<file path="config.mk">
export PLATFORM = sky130hd
export DESIGN_NAME = pvc_top
export DESIGN_NICKNAME = d
export VERILOG_FILES = /design/src/hw/pvc_pkg.sv /design/src/hw/pvc_settle_timer.sv /design/src/hw/pvc_top.sv /design/src/hw/pvc_trim_search.sv
export SDC_FILE = /design/constraint.sdc
export NUM_CORES = 1
export LEC_CHECK = 0
export CAP_MARGIN = 10
export CORE_UTILIZATION = 50
export DETAILED_ROUTE_END_ITERATION = 12
export DONT_BUFFER_PORTS = 1
export SKIP_CTS_REPAIR_TIMING = 1
export SLEW_MARGIN = 20
export SYNTH_ARGS = -nofsm -noshare
export SYNTH_HDL_FRONTEND = slang
export SYNTH_SLANG_ARGS = --single-unit
</file>
<file path="constraint.sdc">
create_clock -name sys_clk -period 2.11 [get_ports sys_clk]
set_input_delay 0.422 -clock sys_clk [delete_from_list [all_inputs] [get_ports sys_clk]]
set_output_delay 0.422 -clock sys_clk [all_outputs]
set_load 0.005 [all_outputs]
</file>
<file path="src/hw/pvc_pkg.sv">
package pvc_pkg;

  // ****************************************
  // Register offsets
  // ****************************************
  localparam logic [7:0] ADDR_TRIM   = 8'h59;  // Oscillator trim code
  localparam logic [7:0] ADDR_HOLD   = 8'h5C;  // Synthesizer PLL hold
  localparam logic [7:0] ADDR_TCTRL  = 8'h5D;  // Oscillator tune control
  localparam logic [7:0] ADDR_TSTAT  = 8'h5E;  // Oscillator tune status
  localparam logic [7:0] ADDR_CALRUN = 8'h61;  // Converter calibration run

  // ****************************************
  // Field positions and widths
  // ****************************************
  localparam int TRIM_LSB    = 0;  // Trim code low bit
  localparam int TRIM_W      = 7;  // Trim code width
  localparam int HOLD_BIT    = 0;  // PLL hold bit
  localparam int TUNE_EN_BIT = 0;  // Tune enable bit
  localparam int SETTLE_LSB  = 4;  // Settle select low bit
  localparam int SETTLE_W    = 3;  // Settle select width
  localparam int DONE_BIT    = 0;  // Tune complete bit
  localparam int CALRUN_BIT  = 0;  // Calibration run bit

  // ****************************************
  // Reset values
  // ****************************************
  localparam logic                HOLD_RST    = 1'b0;   // Hold released
  localparam logic                TUNE_EN_RST = 1'b0;   // Tuning off
  localparam logic [SETTLE_W-1:0] SETTLE_RST  = 3'h4;   // Middle settle time
  localparam logic                CALRUN_RST  = 1'b1;   // Calibration runs
  localparam logic [TRIM_W-1:0]   TRIM_RST    = 7'h00;  // Trim field reset
  localparam logic [7:0]          RDATA_RST   = 8'h00;  // Read data idle

  // ****************************************
  // Timing
  // ****************************************
  localparam int CLK_PERIOD_NS   = 4;   // System clock period
  localparam int SETTLE_BASE_NS  = 64;  // Settle time at select 0
  localparam int SETTLE_BASE_CYC = (SETTLE_BASE_NS + CLK_PERIOD_NS - 1) / CLK_PERIOD_NS;
  localparam int SETTLE_CNT_W    = 12;  // Holds base shifted by up to 7

  // ****************************************
  // Tuning engine states
  // ****************************************
  typedef enum logic [3:0] {
    PVC_ST_HOLD   = 4'b0001,  // Held or waiting to start
    PVC_ST_SETTLE = 4'b0010,  // Waiting for PLL to settle
    PVC_ST_DECIDE = 4'b0100,  // Judging one trim bit
    PVC_ST_DONE   = 4'b1000   // Finished or skipped
  } pvc_state_type;

endpackage

</file>
<file path="src/hw/pvc_settle_timer.sv">
`timescale 1ns/1ns
module pvc_settle_timer #(
  parameter int CNT_W    = 12,
  parameter int BASE_CYC = 16
) (
  input  wire logic       sys_clk,
  input  wire logic       rst,
  input  wire logic       ce,
  input  wire logic       load,
  input  wire logic [2:0] settle_select,
  output logic            expired
);

  // ****************************************
  // Wait length
  // ****************************************
  localparam logic [CNT_W-1:0] BASE = CNT_W'(BASE_CYC);  // Shortest wait

  logic [CNT_W-1:0] cnt_q;  // Remaining cycles
  logic [CNT_W-1:0] cnt_d;  // Next count
  wire  [CNT_W-1:0] limit;  // Wait for this select

  // Each select step doubles the wait
  assign limit   = BASE << settle_select;
  assign expired = (cnt_q == {{(CNT_W-1){1'b0}}, 1'b1}) && !load;
  assign cnt_d   = load ? limit : (cnt_q != '0) ? cnt_q - 1'b1 : cnt_q;

  // Down counter
  always_ff @(posedge sys_clk) begin
    if (rst) begin
      cnt_q <= '0;
    end else if (ce) begin
      cnt_q <= cnt_d;
    end
  end

  property p_settle_load;
    @(posedge sys_clk) disable iff (rst)
    (ce && load) |=> (cnt_q == (BASE << $past(settle_select)));
  endproperty
  a_settle_load: assert property (p_settle_load) else $error("settle load wrong");

endmodule

</file>
<file path="src/hw/pvc_top.sv">
`timescale 1ns/1ns
// How it works
// - Seven-bit trim code, engine writes it automatically
// - Found trim reads back; host may restore
// - Releasing hold with enable starts tuning
// - Engine searches trim to centre oscillator
// - Settle field sets wait before each trim decision
// - Complete flag after finish or skipped tuning
// - Run bit resets high; low holds calibration
// - Run bit low also resets clock dividers
module pvc_top (
  input  wire logic                      sys_clk,
  input  wire logic                      rst,
  input  wire logic                      ce,
  input  wire logic                      reg_wr,
  input  wire logic                      reg_rd,
  input  wire logic [7:0]                reg_addr,
  input  wire logic [7:0]                reg_wdata,
  input  wire logic                      osc_freq_high,
  output logic [7:0]                     reg_rdata,
  output logic                           synth_pll_hold,
  output logic [pvc_pkg::TRIM_W-1:0]     oscillator_trim_code,
  output logic                           osc_tune_busy,
  output logic                           osc_tune_complete,
  output logic                           converter_cal_hold,
  output logic                           digital_div_reset,
  output logic                           link_div_reset
);

  // ****************************************
  // Registers and state
  // ****************************************
  logic                              hold_q;        // PLL hold bit
  logic                              tune_en_q;     // Tune enable bit
  logic [pvc_pkg::SETTLE_W-1:0]      settle_q;      // Settle select field
  logic                              done_q;        // Tune complete flag
  logic                              done_d;        // Next complete flag
  logic                              cal_run_q;     // Calibration run bit
  logic [7:0]                        rdata_q;       // Registered read data
  logic                              busy_q;        // Engine running
  pvc_pkg::pvc_state_type            state_q;       // Engine state
  pvc_pkg::pvc_state_type            state_d;       // Next engine state
  logic [pvc_pkg::TRIM_W-1:0]        trim_code;     // Current trim code

  // ****************************************
  // Address decode
  // ****************************************
  wire wr_trim   = reg_wr && (reg_addr == pvc_pkg::ADDR_TRIM);
  wire wr_hold   = reg_wr && (reg_addr == pvc_pkg::ADDR_HOLD);
  wire wr_tctrl  = reg_wr && (reg_addr == pvc_pkg::ADDR_TCTRL);
  wire wr_calrun = reg_wr && (reg_addr == pvc_pkg::ADDR_CALRUN);

  // Engine handshakes
  wire in_hold   = (state_q == pvc_pkg::PVC_ST_HOLD);
  wire in_settle = (state_q == pvc_pkg::PVC_ST_SETTLE);
  wire in_decide = (state_q == pvc_pkg::PVC_ST_DECIDE);
  wire release_go = in_hold && !hold_q;               // Hold now released
  wire start     = release_go && tune_en_q;           // Begin a search
  wire search_last;                                   // Final trim bit
  wire settled;                                       // Settle wait over
  wire step      = in_decide;                         // Judge one bit
  wire load_wait = start || (in_decide && !search_last);
  wire busy_now  = in_settle || in_decide;
  // Host trim writes are dropped while the engine owns the code
  wire host_load = wr_trim && !busy_now;

  // ****************************************
  // Read mux
  // ****************************************
  wire [7:0] rd_trim   = {1'b0, trim_code};
  wire [7:0] rd_hold   = {7'h00, hold_q};
  wire [7:0] rd_tctrl  = {1'b0, settle_q, 3'h0, tune_en_q};
  wire [7:0] rd_tstat  = {7'h00, done_q};
  wire [7:0] rd_calrun = {7'h00, cal_run_q};
  wire [7:0] rd_mux    = (reg_addr == pvc_pkg::ADDR_TRIM)   ? rd_trim   :
                         (reg_addr == pvc_pkg::ADDR_HOLD)   ? rd_hold   :
                         (reg_addr == pvc_pkg::ADDR_TCTRL)  ? rd_tctrl  :
                         (reg_addr == pvc_pkg::ADDR_TSTAT)  ? rd_tstat  :
                         (reg_addr == pvc_pkg::ADDR_CALRUN) ? rd_calrun : 8'h00;

  // ****************************************
  // Settle timer and trim search
  // ****************************************
  pvc_settle_timer #(
    .CNT_W    (pvc_pkg::SETTLE_CNT_W),
    .BASE_CYC (pvc_pkg::SETTLE_BASE_CYC)
  ) pvc_settle_timer_inst (
    .sys_clk       (sys_clk),
    .rst           (rst),
    .ce            (ce),
    .load          (load_wait),
    .settle_select (settle_q),
    .expired       (settled)
  );

  pvc_trim_search #(
    .W (pvc_pkg::TRIM_W)
  ) pvc_trim_search_inst (
    .sys_clk    (sys_clk),
    .rst        (rst),
    .ce         (ce),
    .start      (start),
    .step       (step),
    .keep       (!osc_freq_high),
    .host_load  (host_load),
    .host_code  (reg_wdata[pvc_pkg::TRIM_LSB +: pvc_pkg::TRIM_W]),
    .reset_code (pvc_pkg::TRIM_RST),
    .code_q     (trim_code),
    .last       (search_last)
  );

  // ****************************************
  // Control registers
  // ****************************************
  // Host writable fields, reserved bits not stored
  always_ff @(posedge sys_clk) begin
    if (rst) begin
      hold_q    <= pvc_pkg::HOLD_RST;
      tune_en_q <= pvc_pkg::TUNE_EN_RST;
      settle_q  <= pvc_pkg::SETTLE_RST;
      cal_run_q <= pvc_pkg::CALRUN_RST;
    end else if (ce) begin
      if (wr_hold) begin
        hold_q <= reg_wdata[pvc_pkg::HOLD_BIT];
      end
      if (wr_tctrl) begin
        tune_en_q <= reg_wdata[pvc_pkg::TUNE_EN_BIT];
        settle_q  <= reg_wdata[pvc_pkg::SETTLE_LSB +: pvc_pkg::SETTLE_W];
      end
      if (wr_calrun) begin
        cal_run_q <= reg_wdata[pvc_pkg::CALRUN_BIT];
      end
    end
  end

  // Read data is captured on the read strobe
  always_ff @(posedge sys_clk) begin
    if (rst) begin
      rdata_q <= pvc_pkg::RDATA_RST;
    end else if (ce && reg_rd) begin
      rdata_q <= rd_mux;
    end
  end

  // ****************************************
  // Tuning engine
  // ****************************************
  // Next state; hold always wins and restarts the engine
  always_comb begin
    state_d = state_q;
    case (state_q)
      pvc_pkg::PVC_ST_HOLD: begin
        if (start) begin
          state_d = pvc_pkg::PVC_ST_SETTLE;
        end else if (release_go) begin
          state_d = pvc_pkg::PVC_ST_DONE;
        end
      end
      pvc_pkg::PVC_ST_SETTLE: begin
        if (settled) begin
          state_d = pvc_pkg::PVC_ST_DECIDE;
        end
      end
      pvc_pkg::PVC_ST_DECIDE: begin
        if (search_last) begin
          state_d = pvc_pkg::PVC_ST_DONE;
        end else begin
          state_d = pvc_pkg::PVC_ST_SETTLE;
        end
      end
      pvc_pkg::PVC_ST_DONE: begin
        state_d = pvc_pkg::PVC_ST_DONE;
      end
      default: begin
        state_d = pvc_pkg::PVC_ST_HOLD;
      end
    endcase
    if (hold_q) begin
      state_d = pvc_pkg::PVC_ST_HOLD;
    end
  end

  // Complete flag: set on entering done, cleared under hold
  assign done_d = hold_q ? 1'b0 :
                  (state_d == pvc_pkg::PVC_ST_DONE);

  // Engine state and flags
  always_ff @(posedge sys_clk) begin
    if (rst) begin
      state_q <= pvc_pkg::PVC_ST_HOLD;
      done_q  <= 1'b0;
      busy_q  <= 1'b0;
    end else if (ce) begin
      state_q <= state_d;
      done_q  <= done_d;
      busy_q  <= (state_d == pvc_pkg::PVC_ST_SETTLE) ||
                 (state_d == pvc_pkg::PVC_ST_DECIDE);
    end
  end

  // ****************************************
  // Outputs
  // ****************************************
  assign reg_rdata            = rdata_q;
  assign synth_pll_hold       = hold_q;
  assign oscillator_trim_code = trim_code;
  assign osc_tune_busy        = busy_q;
  assign osc_tune_complete    = done_q;
  assign converter_cal_hold   = !cal_run_q;
  // Dividers for the back end and the link held with calibration
  assign digital_div_reset    = !cal_run_q;
  assign link_div_reset       = !cal_run_q;

  // ****************************************
  // Checks
  // ****************************************
  property p_hold_clears;
    @(posedge sys_clk) disable iff (rst)
    (ce && hold_q) |=> !done_q && !busy_q;
  endproperty
  a_hold_clears: assert property (p_hold_clears) else $error("hold left flag set");

  property p_skip_done;
    @(posedge sys_clk) disable iff (rst)
    (ce && release_go && !tune_en_q) |=> done_q;
  endproperty
  a_skip_done: assert property (p_skip_done) else $error("skip not flagged");

  property p_start_run;
    @(posedge sys_clk) disable iff (rst)
    (ce && release_go && tune_en_q) |=> busy_q && !done_q && (trim_code == 7'h40);
  endproperty
  a_start_run: assert property (p_start_run) else $error("tuning did not start");

  property p_finish;
    @(posedge sys_clk) disable iff (rst)
    (ce && in_decide && search_last && !hold_q) |=> done_q && !busy_q;
  endproperty
  a_finish: assert property (p_finish) else $error("tuning did not finish");

  // Host trim write lands whenever the engine is idle, except in the cycle a search starts
  property p_host_trim;
    @(posedge sys_clk) disable iff (rst)
    (ce && host_load && !start) |=> (trim_code == $past(reg_wdata[6:0]));
  endproperty
  a_host_trim: assert property (p_host_trim) else $error("trim write lost");

  // Read returns the live trim code
  property p_readback;
    @(posedge sys_clk) disable iff (rst)
    (ce && reg_rd && (reg_addr == pvc_pkg::ADDR_TRIM)) |=> (reg_rdata == {1'b0, $past(trim_code)});
  endproperty
  a_readback: assert property (p_readback) else $error("trim readback wrong");

  property p_div_reset;
    @(posedge sys_clk) disable iff (rst)
    (ce && wr_calrun && !reg_wdata[0]) |=>
      digital_div_reset && link_div_reset && converter_cal_hold;
  endproperty
  a_div_reset: assert property (p_div_reset) else $error("dividers not reset");

  property p_cal_run;
    @(posedge sys_clk) disable iff (rst)
    (ce && wr_calrun && reg_wdata[0]) |=> !converter_cal_hold && !digital_div_reset;
  endproperty
  a_cal_run: assert property (p_cal_run) else $error("calibration not run");

  // Settle field stored as written
  property p_settle_field;
    @(posedge sys_clk) disable iff (rst)
    (ce && wr_tctrl) |=> (settle_q == $past(reg_wdata[6:4]));
  endproperty
  a_settle_field: assert property (p_settle_field) else $error("settle field wrong");

  // Trim stays put while the PLL settles
  property p_trim_steady;
    @(posedge sys_clk) disable iff (rst)
    (ce && in_settle) |=> $stable(trim_code);
  endproperty
  a_trim_steady: assert property (p_trim_steady) else $error("trim moved in settle");

  // A non-final decision goes back to settling
  property p_decide_step;
    @(posedge sys_clk) disable iff (rst)
    (ce && in_decide && !search_last && !hold_q) |=> in_settle && busy_q && !done_q;
  endproperty
  a_decide_step: assert property (p_decide_step) else $error("search step wrong");

  // Complete flag holds until hold is set again
  property p_done_stays;
    @(posedge sys_clk) disable iff (rst)
    (ce && done_q && !hold_q) |=> done_q;
  endproperty
  a_done_stays: assert property (p_done_stays) else $error("complete flag dropped");

endmodule

</file>
<file path="src/hw/pvc_trim_search.sv">
`timescale 1ns/1ns
module pvc_trim_search #(
  parameter int W = 7
) (
  input  wire logic         sys_clk,
  input  wire logic         rst,
  input  wire logic         ce,
  input  wire logic         start,
  input  wire logic         step,
  input  wire logic         keep,
  input  wire logic         host_load,
  input  wire logic [W-1:0] host_code,
  input  wire logic [W-1:0] reset_code,
  output logic [W-1:0]      code_q,
  output logic              last
);

  // ****************************************
  // Successive approximation
  // ****************************************
  logic [W-1:0] bit_q;   // Bit under trial
  logic [W-1:0] code_d;  // Next code
  logic [W-1:0] bit_d;   // Next trial bit
  wire  [W-1:0] top;     // Midscale trial bit
  wire  [W-1:0] judged;  // Code with trial bit settled

  assign top    = {1'b1, {(W-1){1'b0}}};
  assign last   = bit_q[0];
  assign judged = keep ? code_q : (code_q & ~bit_q);

  // Start at midscale, then halve each step
  always_comb begin
    code_d = code_q;
    bit_d  = bit_q;
    if (start) begin
      code_d = top;
      bit_d  = top;
    end else if (step) begin
      code_d = judged | (bit_q >> 1);
      bit_d  = bit_q >> 1;
    end else if (host_load) begin
      code_d = host_code;
    end
  end

  // Code and pointer registers
  always_ff @(posedge sys_clk) begin
    if (rst) begin
      code_q <= reset_code;
      bit_q  <= '0;
    end else if (ce) begin
      code_q <= code_d;
      bit_q  <= bit_d;
    end
  end

  property p_start_mid;
    @(posedge sys_clk) disable iff (rst)
    (ce && start) |=> (code_q == top) && (bit_q == top);
  endproperty
  a_start_mid: assert property (p_start_mid) else $error("search start wrong");

endmodule

</file>
; After elaboration in Yosys (flattened, before gate mapping)
; Index checks and enable logic that the tools add are counted.
[classes]
n_shift = 1
bitwise = 3
n_addsub = 1
eq_ne = 13
reduce_logical = 28
n_mux = 20
[op_table]
columns = operator, n
row1 = 2-to-1 mux 7 bit, 9
row2 = "== test 8 x 7 -> 1 bit, second input constant", 5
row3 = 2-to-1 mux 12 bit, 2
row4 = 2-to-1 mux 4 bit, 5
row5 = case mux 4 bit (4 select lines), 1
row6 = "== test 12 x 1 -> 1 bit, second input constant", 1
row7 = AND reduction 2 bit, 6
row8 = nonzero test 12 bit, 1
row9 = "left shift 5 x 3 -> 12 bit, first input constant", 1
row10 = "subtractor 12 x 1 -> 12 bit, second input constant", 1
row11 = logical AND 1 bit, 10
row12 = "== test 4 x 2 -> 1 bit, second input constant", 2
row13 = "== test 4 x 3 -> 1 bit, second input constant", 2
row14 = "== test 4 bit, second input constant", 2
row15 = AND 7 bit, 1
row16 = inverter 7 bit, 1
row17 = OR 7 x 6 -> 7 bit, 1
row18 = zero test 1 bit, 5
row19 = "== test 4 x 1 -> 1 bit, second input constant", 1
row20 = nonzero test 2 bit, 2
row21 = logical OR 1 bit, 3
row22 = 2-to-1 mux 1 bit, 3
row23 = nonzero test 3 bit, 1
[totals]
wordCells = 77
output_inout_bits = 21
regBits = 46

; Depth between registers and ports, before layout
; Gate-level depths: netlist of run 1.
[depth]
word_depth = 11
depth_mapped = 7
ltp_nobuf = 7

; Hierarchy
; A second synthesis of run 1 with hierarchy kept.
[unflattened]
cells_unflattened = 318
hier_area_um2 = 2623.8
[by_module_without_submodules]
columns = module, cells_per_inst, area_each_um2, seq_area_each_um2, n_inst
row1 = pvc_top, 129, 1001.0, 380.4, 1
row2 = pvc_settle_timer, 110, 869.6, 240.2, 1
row3 = pvc_trim_search, 79, 753.2, 350.3, 1

; Worst setup path before layout of run 1
; OpenSTA, ideal clock, no wires.
[synth_path]
kind = flip-flop to flip-flop
from = reg state_q[1]
to = reg pvc_settle_timer_inst.cnt_q[2]
slack_ns = 0.175
path_stages_with_launch = 8
path_buffers = 2
arrival_time_ns = 1.820
cell_sequence = dfxtp_1 buf_2 or4b_4 a2bb2oi_1 buf_2 a31oi_4 a21boi_0 o21a_1
[synth_between]
elab_chain_len = 6
word_cells_on_any_way = 9
cone_classes = 2 x eq/ne / 1 x mux / 6 x reduce/logical
[synth_lines]
columns = element, line
row1 = from (decl), pvc_top.sv:41  ; pvc_pkg::pvc_state_type state_q;
row2 = from (signal assigned), pvc_top.sv:190  ; state_q <= pvc_pkg::PVC_ST_HOLD;
row3 = from (signal assigned), pvc_top.sv:194  ; state_q <= state_d;
row4 = == test 4 x 1 -> 1 bit, pvc_top.sv:54  ; wire in_hold = (state_q == pvc_pkg::PVC_ST_HOLD);
row5 = logical AND 1 bit, pvc_top.sv:57  ; wire release_go = in_hold && !hold_q;
row6 = logical AND 1 bit, pvc_top.sv:58  ; wire start = release_go && tune_en_q;
row7 = logical OR 1 bit (*), pvc_top.sv:62  ; wire load_wait = start || (in_decide && !search_last);
row8 = nonzero test 2 bit (no source line), --
row9 = AND reduction 2 bit (no source line), --
row10 = to (signal assigned), pvc_settle_timer.sv:33  ; cnt_q <= cnt_d;
row11 = to (decl), pvc_settle_timer.sv:19  ; logic [CNT_W-1:0] cnt_q;
; Every way passes the cells marked *; elsewhere a longest branch is shown, timed or not.
; A chain may end at the register's enable or synchronous reset.

; Worst setup path after layout of run 1
[layout_path]
from = reg pvc_settle_timer_inst.cnt_q[8]
to = reg pvc_settle_timer_inst.cnt_q[2]
[layout_between]
elab_chain_len = 3
[layout_lines]
columns = element, line
row1 = nonzero test 12 bit, pvc_settle_timer.sv:26  ; assign cnt_d = load ? limit : (cnt_q != '0) ? cnt_q - 1'b1 : cnt_q;
row2 = nonzero test 2 bit (no source line), --
row3 = AND reduction 2 bit (no source line), --
; No other way between the ends.

==> metrics.md, run 1 <==
| Metric | Value |
|---|---|
| Run status | `finished clean` |
| Top-area cell type share of the netlist area | `0.3568` |
| Setup CP Type | `flop to flop` |
| Longest Clk Path Bufs | `2` |
| Reg2reg path depth | `6` |
| Worst-Margin Slew | `0.5175 ns` |
| Worst-path maximum fanout | `10` |
| Routed wire length | `6.027 mm` |
| Multi-input logic area | `1501 um^2` |
| Nets | `344` |
| Max-cap viol count | `0` |
| Fin crit share | `0.9349` |
| Max incr delay on CP | `0.56 ns` |
| Final hold violation count | `0` |
| Final Setup Violations | `0` |
| Global-route wire length before repair | `10.38 mm` |
| Worst reg2reg path startpoint | `pvc_settle_timer_inst.cnt_q[8]` |
| Critical R2R Capture | `pvc_settle_timer_inst.cnt_q[2]` |
| Hold path start | `rst` |
| Die area | `5338 um^2` |
| Post-synth EDFFs | `0` |
| Via Count | `2,266` |
| Hold WS | `0.1776 ns` |
| Most used DFF post-synth | `dfxtp_1` |
| Avg Cell Area, Syn | `7.890 um^2` |
| N_diodes | `0` |
| Fin. max-slew vios | `0` |
| Worst hold path class | `input port to flop` |
| Clk sink count | `45` |
| GRT overflow | `0` |
| CP arrival | `2.23 ns` |
| Reg area | `900.9 um^2` |
| Top cells by count, synth | `45 x dfxtp_1, 44 x nand2_1, 40 x a21oi_1, 30 x nor2_1, 15 x clkbuf_1` |
| Drc violations | `0` |
| Overall Global Routing Usage | `0.2493` |
| Req. time, crit path | `2.36 ns` |
| Mapped Area | `2525 um^2` |
| Yosys warnings | `0` |
| Placed cells | `379` |
| Area growth from synthesis to layout | `8.920%` |
| R2R setup slack | `0.14 ns` |
| Rows | `25` |
| Num CTS Buffers | `5` |
| Crit start category | `flop` |
| Post-synth ARST share | `0` |
| Vias per Instance | `5.855` |
| Largest net degree at the start of global routing | `44` |
| Vias in the first global route | `2,245` |
| I/O Buffers | `0` |
| Post-synthesis cell type count | `56` |
| Leakage | `0.9854 nW` |
| CTS tree | `built` |
| GP Congestion | `0.8388` |
| Crit. End Element | `flop` |
| Layout cells sized above 1 | `0.1156` |
| Syn nets | `345` |
| Initial DRC Count | `221` |
| I/O pins | `43` |
| TritonRoute pass-1 iters | `4` |
| Non-filler cells in the finished layout | `387` |
| Post-DP HPWL | `4.180 mm` |
| FMAX | `506.9 MHz` |
| Slowest CP cell | `or4_4` |
| Hold Path Sink | `osc_tune_busy` |
| H-tree levels | `2` |
| Core ar. | `4786 um^2` |
| Worst-case vdd ir drop | `378.5 uV` |
| Most instantiated library cell after synthesis | `dfxtp_1` |
| Worst-Skew Late Latency | `0.31 ns` |
| Clock Pin Slew Worst Setup and Hold Paths | `0.08 ns` |
| Die W | `73.06 um` |
| Slew margin rel. | `0.6536` |
| Crit-path cells | `or4_4, nor4b_4, buf_4, a31oi_4, a21boi_0, o21a_1` |
| Worst Skew | `0.004624 ns` |
| PD cells | `996.8 nW/um^2` |
| Detail Route Antenna Nets | `0` |
| Post-Place Setup Slack | `0.1431 ns` |
| Largest area contributor in the netlist | `dfxtp_1` |
| Register area share after synthesis | `0.3568` |
| Filler cells | `464` |
| Worst hold path stage count | `1` |
| Initial antenna violation count | `0` |
| Die height | `73.06 um` |
| Seq cells post-synth | `45` |
| Final WS setup | `0.1373 ns` |
| Wire length per cell | `15.57 um` |
| Pwr Total | `2.741 mW` |
| Synth Instances | `320` |
| Starting Density | `0.5276` |
| Top cells by area, synth | `dfxtp_1 36%, a21oi_1 7.9%, nand2_1 6.5%, nor2_1 4.5%, o21ai_0 2.6%` |
| Minimum clock period | `1.973 ns` |
| CTS Root Cell | `clkbuf_8` |
-- cell families (layout without fill, tap and decap cells) --
| group | after synthesis | count (layout) | synth area share |
|---|---|---|---|
| compound gates | 94 | 94 | 0.2413 |
| flops | 45 | 45 | 0.3568 |
| mux | 9 | 9 | 0.03717 |
| fa+ha+maj | 3 | 3 | 0.01487 |
| simple gates | 139 | 139 | 0.2948 |
| buf+inv | 29 | 29 | 0.05351 |
| other cells | 1 | 1 | 0.001485 |
-- how the worst max path moves through the flow --
stage / startpoint / to / slack, ns
6_report: pvc_settle_timer_inst.cnt_q[8] / pvc_settle_timer_inst.cnt_q[2] / 0.14
5_1_grt: state_q[3] / pvc_settle_timer_inst.cnt_q[5] / -0.004
4_1_cts: state_q[0] / pvc_settle_timer_inst.cnt_q[6] / 0.12
3_5_place_dp: state_q[3] / pvc_settle_timer_inst.cnt_q[6] / 0.14
3_3_place_gp: state_q[0] / pvc_settle_timer_inst.cnt_q[6] / 0.15
2_1_floorplan: state_q[1] / pvc_settle_timer_inst.cnt_q[2] / 0.18
-- state kept, by name, indices dropped and copies added, names as in the netlist --
signal / flops
cal_run_q: 1
reg_rdata: 7
state_q: 4
tune_en_q: 1
settle_q: 3
pvc_trim_search_inst.bit_q: 7
synth_pll_hold: 1
pvc_trim_search_inst.code_q: 7
osc_tune_complete: 1
osc_tune_busy: 1
pvc_settle_timer_inst.cnt_q: 12
-- critical path: cells and delay by family (launching register included) --
kind	cells	cell delay (ns)
buffers and inverters	1	0.18
AOI/OAI and AO/OA	3	0.50
and+or+nand+nor	2	0.88
DFF	1	0.35
-- layout by cell type (no fill, tap or decap), types with 2 or more instances in the layout --
cell type / instances
nor2_1: 30
a21oi_1: 40
o211ai_1: 3
clkbuf_8: 6
and2_1: 2
a2bb2oi_1: 2
mux2i_1: 6
or3_1: 5
a22oi_1: 7
or4_1: 3
and4b_1: 2
inv_1: 7
nor4b_1: 4
nand2_1: 44
o21a_1: 2
dfxtp_1: 45
nor4b_2: 2
ha_1: 3
nor3b_1: 4
o21ai_0: 13
o2111ai_1: 6
nand2b_1: 6
buf_4: 13
o21ai_1: 7
nor4_1: 6
nand3_1: 9
and3_1: 2
mux2_2: 3
nor2b_1: 4
nor3_1: 6
-- power breakdown --
part,switching (mW),internal (mW)
Combinational,0.537,0.484
Clock,0.309,0.385
Sequential,0.0875,0.938
Total,0.934,1.81
-- cell type report --
cell class,instances,share of cell area
Multi-Input combinational cell,246,0.5460
Sequential cell,45,0.3276
Timing Repair Buffer,14,0.04277
Tap cell,67,0.03048
Clock buffer,6,0.03003
Clock inverter,2,0.01365
Inverter,7,0.009554
-- layer usage --
layer / vias to the layer above / routed length (um) / track usage
met2: 33 / 2931 / 0.4095
met5: - / 0 / 0
met4: 0 / 75 / 0.08497
met3: 7 / 192 / 0.04696
met1: 1070 / 2827 / 0.3263
li1: 1156 / - / -
-- through the flow --
step	util	instance area [um^2]	TNS [ns]
6_report	0.5746	2750	0
5_1_grt	0.5746	2750	-0.003723
4_1_cts	0.5720	2738	0
3_5_place_dp	0.5469	2618	0
3_3_place_gp	0.5469	2618	0
2_1_floorplan	-	2525	0
Power figures use the tool's default switching activity.
==> inputs of run 2 (changes only) <==
CORE_ASPECT_RATIO = 1.5   (was default)
==> metrics.md, run 2 (same netlist as run 1, synthesis figures left out) <==
| Metric | Value |
|---|---|
| Run status | `finished clean` |
| Leading cell type in the layout, fill and taps excluded | `dfxtp_1` |
| CP arrival | `2.17 ns (-0.06 ns)` |
| Die W | `60.02 um (-18%)` |
| Levels on crit path | `6 (unchanged)` |
| Leakage | `0.9755 nW (-1.0%)` |
| Global-route wire length before repair | `9.742 mm (-6.2%)` |
| Fin crit share | `0.9404 (+0.005486)` |
| Nets | `344 (unchanged)` |
| Setup TNS | `0 ns (unchanged)` |
| Post-layout instance area | `2714 um^2 (-1.3%)` |
| Slowest CP cell | `or4b_4` |
| Area growth from synthesis to layout | `7.483%` |
| Initial antenna violation count | `0 (unchanged)` |
| TritonRoute pass-1 iters | `4 (unchanged)` |
| Worst reg2reg path startpoint | `state_q[0]` |
| Worst-case vdd ir drop | `449.1 uV (+19%)` |
| Layout cells sized above 1 | `0.1125 (-0.003125)` |
| Worst-path maximum fanout | `8 (-2)` |
| Clock Pin Slew Worst Setup and Hold Paths | `0.09 ns (about the same)` |
| Rows | `31 (+24%)` |
| Max-cap viol count | `0 (unchanged)` |
| Pwr Total | `2.613 mW (-4.7%)` |
| Fin. max-slew vios | `0 (unchanged)` |
| Starting Density | `0.5208 (-0.006808)` |
| Req. time, crit path | `2.29 ns (-0.07 ns)` |
| N_diodes | `0 (unchanged)` |
| Vias per Instance | `5.959 (+1.8%)` |
| Clk sink count | `45 (unchanged)` |
| Worst Skew | `0.008082 ns (+0.003458 ns)` |
| Crit. End Element | `flop` |
| Placed inst area | `2616 um^2 (about the same)` |
| Max incr delay on CP | `0.58 ns (+0.02 ns)` |
| Core ar. | `4848 um^2 (+1.3%)` |
| Overall Global Routing Usage | `0.2387 (-0.01054)` |
| Critical path buffers and inverters | `1 (unchanged)` |
| Num CTS Buffers | `5 (unchanged)` |
| Die height | `89.04 um (+22%)` |
| FMAX | `504.0 MHz (-0.58%)` |
| Routed wire length | `5.952 mm (-1.2%)` |
| GRT overflow | `0 (unchanged)` |
| Critical R2R Capture | `pvc_settle_timer_inst.cnt_q[10]` |
| Crit-path cells | `or4b_4, a2bb2oi_1, a31o_4, buf_4, o21ai_1, a21oi_1` |
| Minimum clock period | `1.984 ns (+0.01157 ns)` |
| I/O pins | `43 (unchanged)` |
| Wire length per cell | `15.42 um (-0.99%)` |
| Detail Route Antenna Nets | `0 (unchanged)` |
| Max reg flops | `12 (unchanged)` |
| Critical path launch point | `state_q[0]` |
| R2R setup slack | `0.13 ns (about the same)` |
| Crit path capture | `pvc_settle_timer_inst.cnt_q[10]` |
| Drc violations | `0 (unchanged)` |
| I/O Buffers | `0 (unchanged)` |
| Final WS setup | `0.1257 ns (-0.01158 ns)` |
| Vias in the first global route | `2,198 (-2.1%)` |
| CTS Root Cell | `clkbuf_8` |
| Post-DP HPWL | `4.300 mm (+2.9%)` |
| Worst hold path class | `input port to flop` |
| Final hold violation count | `0 (unchanged)` |
| Die area | `5344 um^2 (+0.11%)` |
| Largest reg by FF count | `pvc_settle_timer_inst.cnt_q` |
| Non-filler cells in the finished layout | `386 (-0.26%)` |
| Setup CP Type | `flop to flop` |
| Crit start category | `flop` |
| GP Congestion | `0.8603 (+2.6%)` |
| CTS tree | `built` |
| Largest net degree at the start of global routing | `44 (unchanged)` |
| Via Count | `2,300 (+1.5%)` |
| Post-Place Setup Slack | `0.1101 ns (-0.03305 ns)` |
| Delay-heaviest family, CP | `compound AO/OA/AOI/OAI gates` |
| Most frequent cells in the layout | `45 x dfxtp_1, 44 x nand2_1, 40 x a21oi_1` |
| Worst-Skew Late Latency | `0.30 ns (about the same)` |
| Reg2reg path depth | `6 (unchanged)` |
| Final Setup Violations | `0 (unchanged)` |
| H-tree levels | `2 (unchanged)` |
| Initial DRC Count | `98 (-56%)` |
| Longest Clk Path Bufs | `2 (unchanged)` |
| Placed cells | `378 (-0.26%)` |
| PD cells | `962.8 nW/um^2 (-3.4%)` |
| RSZ-0062 raised after global routing | `false` |
## run 2: worst min path at each step
stage               slack [ns]              start  depth (start not counted)                              to
finish                    0.20                rst                          1                  synth_pll_hold
global route              0.16                rst                          1  pvc_settle_timer_inst.cnt_q[5]
CTS                       0.16                rst                          1  pvc_settle_timer_inst.cnt_q[5]
detailed placement        0.47  osc_tune_complete                          2               osc_tune_complete
global placement          0.46      osc_tune_busy                          2                   osc_tune_busy
floorplan                 0.45  osc_tune_complete                          2               osc_tune_complete
## run 2: cell type report
type / instances / area, um^2
fillers: 499 / 2135
multi-input cells: 246 / 1495
flip-flops and latches: 45 / 900.9
repair buffers: 14 / 117.6
well taps: 66 / 82.58
clock buffers: 5 / 68.82
inverters: 7 / 26.28
clock inverters: 3 / 22.52
## run 2: stage by stage
step | hold slack [ns] | util
finish | 0.1975 | 0.5597
floorplan | 0.4520 | -
detailed placement | 0.4715 | 0.5396
global placement | 0.4644 | 0.5396
global route | 0.1645 | 0.5597
CTS | 0.1622 | 0.5585
## run 2: worst reg2reg max path, cell delays in order, from the launching register on
cell and delay (ns):
dfxtp_1 0.37, or4b_4 0.58, a2bb2oi_1 0.21, a31o_4 0.31
buf_4 0.17, o21ai_1 0.14, a21oi_1 0.09
## run 2: report_power, final
part / total, mW / switching (mW) / internal, mW
clock network: 0.546 / 0.311 / 0.235
registers: 1.03 / 0.0885 / 0.938
logic: 1.04 / 0.553 / 0.487
## run 2: per-layer routing
layer	part of all wire	routed length, um	global-route usage
met4	0.014	84	0.08245
met2	0.53	3126	0.4465
met5	0	0	0
met3	0.045	269	0.05210
met1	0.42	2472	0.2571
==> inputs of run 3 (changes only) <==
ABC_AREA = 1   (was default)
==> metrics.md, run 3 <==
| Metric | Value |
|---|---|
| Run status | `finished with violations` |
| Failing checks | `design-rule violations` |
| R2R setup slack | `0.40 ns (+0.27 ns)` |
| I/O pins | `43 (unchanged)` |
| Overall Global Routing Usage | `0.2613 (+0.02256)` |
| Max-cap viol count | `0 (unchanged)` |
| Fin crit share | `0.8103 (-0.1301)` |
| Yosys warnings | `0 (unchanged)` |
| Post-DP HPWL | `4.913 mm (+14%)` |
| Most used DFF post-synth | `dfxtp_1` |
| Layout cells sized above 1 | `0.06931 (-0.04319)` |
| Avg Cell Area, Syn | `6.481 um^2 (-18%)` |
| Cell mode on critical path | `nand2_1` |
| Die height | `90.85 um (+2.0%)` |
| Detail Route Antenna Nets | `0 (unchanged)` |
| Global-route wire length before repair | `10.85 mm (+11%)` |
| Non-filler cells in the finished layout | `472 (+22%)` |
| Top cells by count, synth | `103 x nand2_1, 59 x nor2_1, 45 x dfxtp_1, 41 x inv_1, 32 x nand3_1` |
| I/O Buffers | `0 (unchanged)` |
| Largest area contributor in the netlist | `dfxtp_1` |
| Seq cells post-synth | `45 (unchanged)` |
| Vias in the first global route | `2,407 (+9.5%)` |
| Post-synth ARST share | `0 (unchanged)` |
| Area growth from synthesis to layout | `5.135%` |
| Rows | `32 (+3.2%)` |
| Max incr delay on CP | `0.47 ns (-0.11 ns)` |
| CP arrival | `1.91 ns (-0.26 ns)` |
| Setup TNS | `0 ns (unchanged)` |
| Met3 Resource Use GR | `0.04298 (-0.009118)` |
| Synth Instances | `406 (+27%)` |
| Drc violations | `1 (+1)` |
| Final Setup Violations | `0 (unchanged)` |
| Max reg flops | `12 (unchanged)` |
| Final hold violation count | `0 (unchanged)` |
| Leakage | `1.268 nW (+30%)` |
| Starting Density | `0.5175 (-0.003304)` |
| Vias per Instance | `5.265 (-12%)` |
| Core Util, Final | `0.5440 (-0.01570)` |
| Leading cell type in the layout, fill and taps excluded | `nand2_1` |
| PD cells | `771.5 nW/um^2 (-20%)` |
| Largest net degree at the start of global routing | `27 (-39%)` |
| Req. time, crit path | `2.31 ns (+0.02 ns)` |
| Most instantiated library cell after synthesis | `nand2_1` |
| Worst-Skew Late Latency | `0.30 ns (about the same)` |
| Post-synthesis cell type count | `34 (-39%)` |
| Met2 usage | `0.4955 (+0.04901)` |
| Most frequent cells in the layout | `103 x nand2_1, 59 x nor2_1, 45 x dfxtp_1` |
| Top cells by area, synth | `dfxtp_1 34%, nand2_1 15%, nor2_1 8.4%, nand3_1 6.1%, inv_1 5.8%` |
| Die W | `61.23 um (+2.0%)` |
| Worst-case vdd ir drop | `398.5 uV (-11%)` |
| Post-synth EDFFs | `0 (unchanged)` |
| Clk sink count | `45 (unchanged)` |
| Post-layout instance area | `2766 um^2 (+1.9%)` |
| Placed cells | `464 (+23%)` |
| Worst hold path class | `input port to flop` |
| FMAX | `584.9 MHz (+16%)` |
| Fin. max-slew vios | `0 (unchanged)` |
| CTS Root Cell | `clkbuf_8` |
| Clock Pin Slew Worst Setup and Hold Paths | `0.09 ns (about the same)` |
| Worst-path maximum fanout | `17 (+9)` |
| Worst Skew | `0.007747 ns (-0.0003344 ns)` |
| Slowest CP cell | `dfxtp_1` |
| Crit start category | `flop` |
| Nets | `428 (+24%)` |
| Met1 Resource Use GR | `0.2627 (+0.005546)` |
| GP Congestion | `0.8186 (-4.8%)` |
| Mapped Area | `2631 um^2 (+4.2%)` |
| Minimum clock period | `1.710 ns (-0.2745 ns)` |
| Initial DRC Count | `106 (+8.2%)` |
| Placed inst area | `2650 um^2 (+1.3%)` |
| GRT overflow | `0 (unchanged)` |
| Initial antenna violation count | `0 (unchanged)` |
| CTS tree | `built` |
| Crit-path cells | `inv_1, nand4_4, nand4_1, nand2_1, nand2_1, nand2_1, nor2_1` |
| Core ar. | `5085 um^2 (+4.9%)` |
| Num CTS Buffers | `5 (unchanged)` |
| Largest reg by FF count | `pvc_settle_timer_inst.cnt_q` |
| Gr busiest metal | `met2` |
| Die area | `5562 um^2 (+4.1%)` |
| Setup CP Type | `flop to flop` |
| N_diodes | `0 (unchanged)` |
| TritonRoute pass-1 iters | `8 (+4)` |
| Routed wire length | `6.533 mm (+9.8%)` |
| H-tree levels | `2 (unchanged)` |
| Longest Clk Path Bufs | `2 (unchanged)` |
| Register area share after synthesis | `0.3424 (-0.01442)` |
| Wire length per cell | `13.84 um (-10%)` |
| Syn nets | `431 (+25%)` |
| Top-area cell type share of the netlist area | `0.3424 (-0.01442)` |
| Crit. End Element | `flop` |
| RSZ-0062 raised after global routing | `false` |
| Via Count | `2,485 (+8.0%)` |
## run 3: worst max-delay path: cells and delay by family (launching register included)
family / cells / cell delay [ns]
and+or+nand+nor: 6 / 0.99
DFF: 1 / 0.47
buffers and inverters: 1 / 0.16
## run 3: through the flow
stage	setup slack (ns)	hold slack (ns)	total power [mW]
6_report	0.4002	0.1701	2.134
3_5_place_dp	0.4261	0.4768	1.476
5_1_grt	0.2072	0.1562	2.273
4_1_cts	0.4109	0.1641	2.153
2_1_floorplan	0.6797	0.4577	1.385
3_3_place_gp	0.4152	0.4671	1.467
## run 3: area by class of cell
class | count | area [um^2]
clock inverter | 1 | 30.03
timing repair buffer | 3 | 22.52
sequential | 45 | 900.9
clock buffer | 7 | 86.33
inverter | 44 | 165.2
fill | 558 | 2318
multi-input combinational | 304 | 1476
tap | 68 | 85.08
## run 3: cell families (layout without fill, tap and decap cells)
kind of cell,after synthesis,after routing,synth area share
XOR/XNOR,5,5,0.01664
buffers and inverters,57,55,0.09653
AO/OA/AOI/OAI,73,73,0.1564
AND/OR/NAND/NOR,222,222,0.3723
adder cells (fa/ha/maj),3,3,0.01427
flip-flops,45,45,0.3424
other,1,1,0.001425
## run 3: routing by layer
layer  up-vias  share of wire
met4         0          0.032
met1      1137           0.39
met5         -              0
met3        12          0.025
met2        38           0.55
li1       1298              -
## run 3: final timing paths
kind / from / end / depth (start not counted)
max: synth_pll_hold / pvc_settle_timer_inst.cnt_q[5] / 7
min: rst / pvc_trim_search_inst.code_q[6] / 1
max reg2reg: synth_pll_hold / pvc_settle_timer_inst.cnt_q[5] / 7
min reg2reg: osc_tune_busy / osc_tune_busy / 2
## run 3: report_power, final
group | leakage (nW) | total (mW) | internal (mW) | switching [mW]
Combinational | 0.842 | 0.492 | 0.179 | 0.313
Sequential | 0.368 | 0.961 | 0.906 | 0.0551
Clock | 0.0585 | 0.681 | 0.386 | 0.295
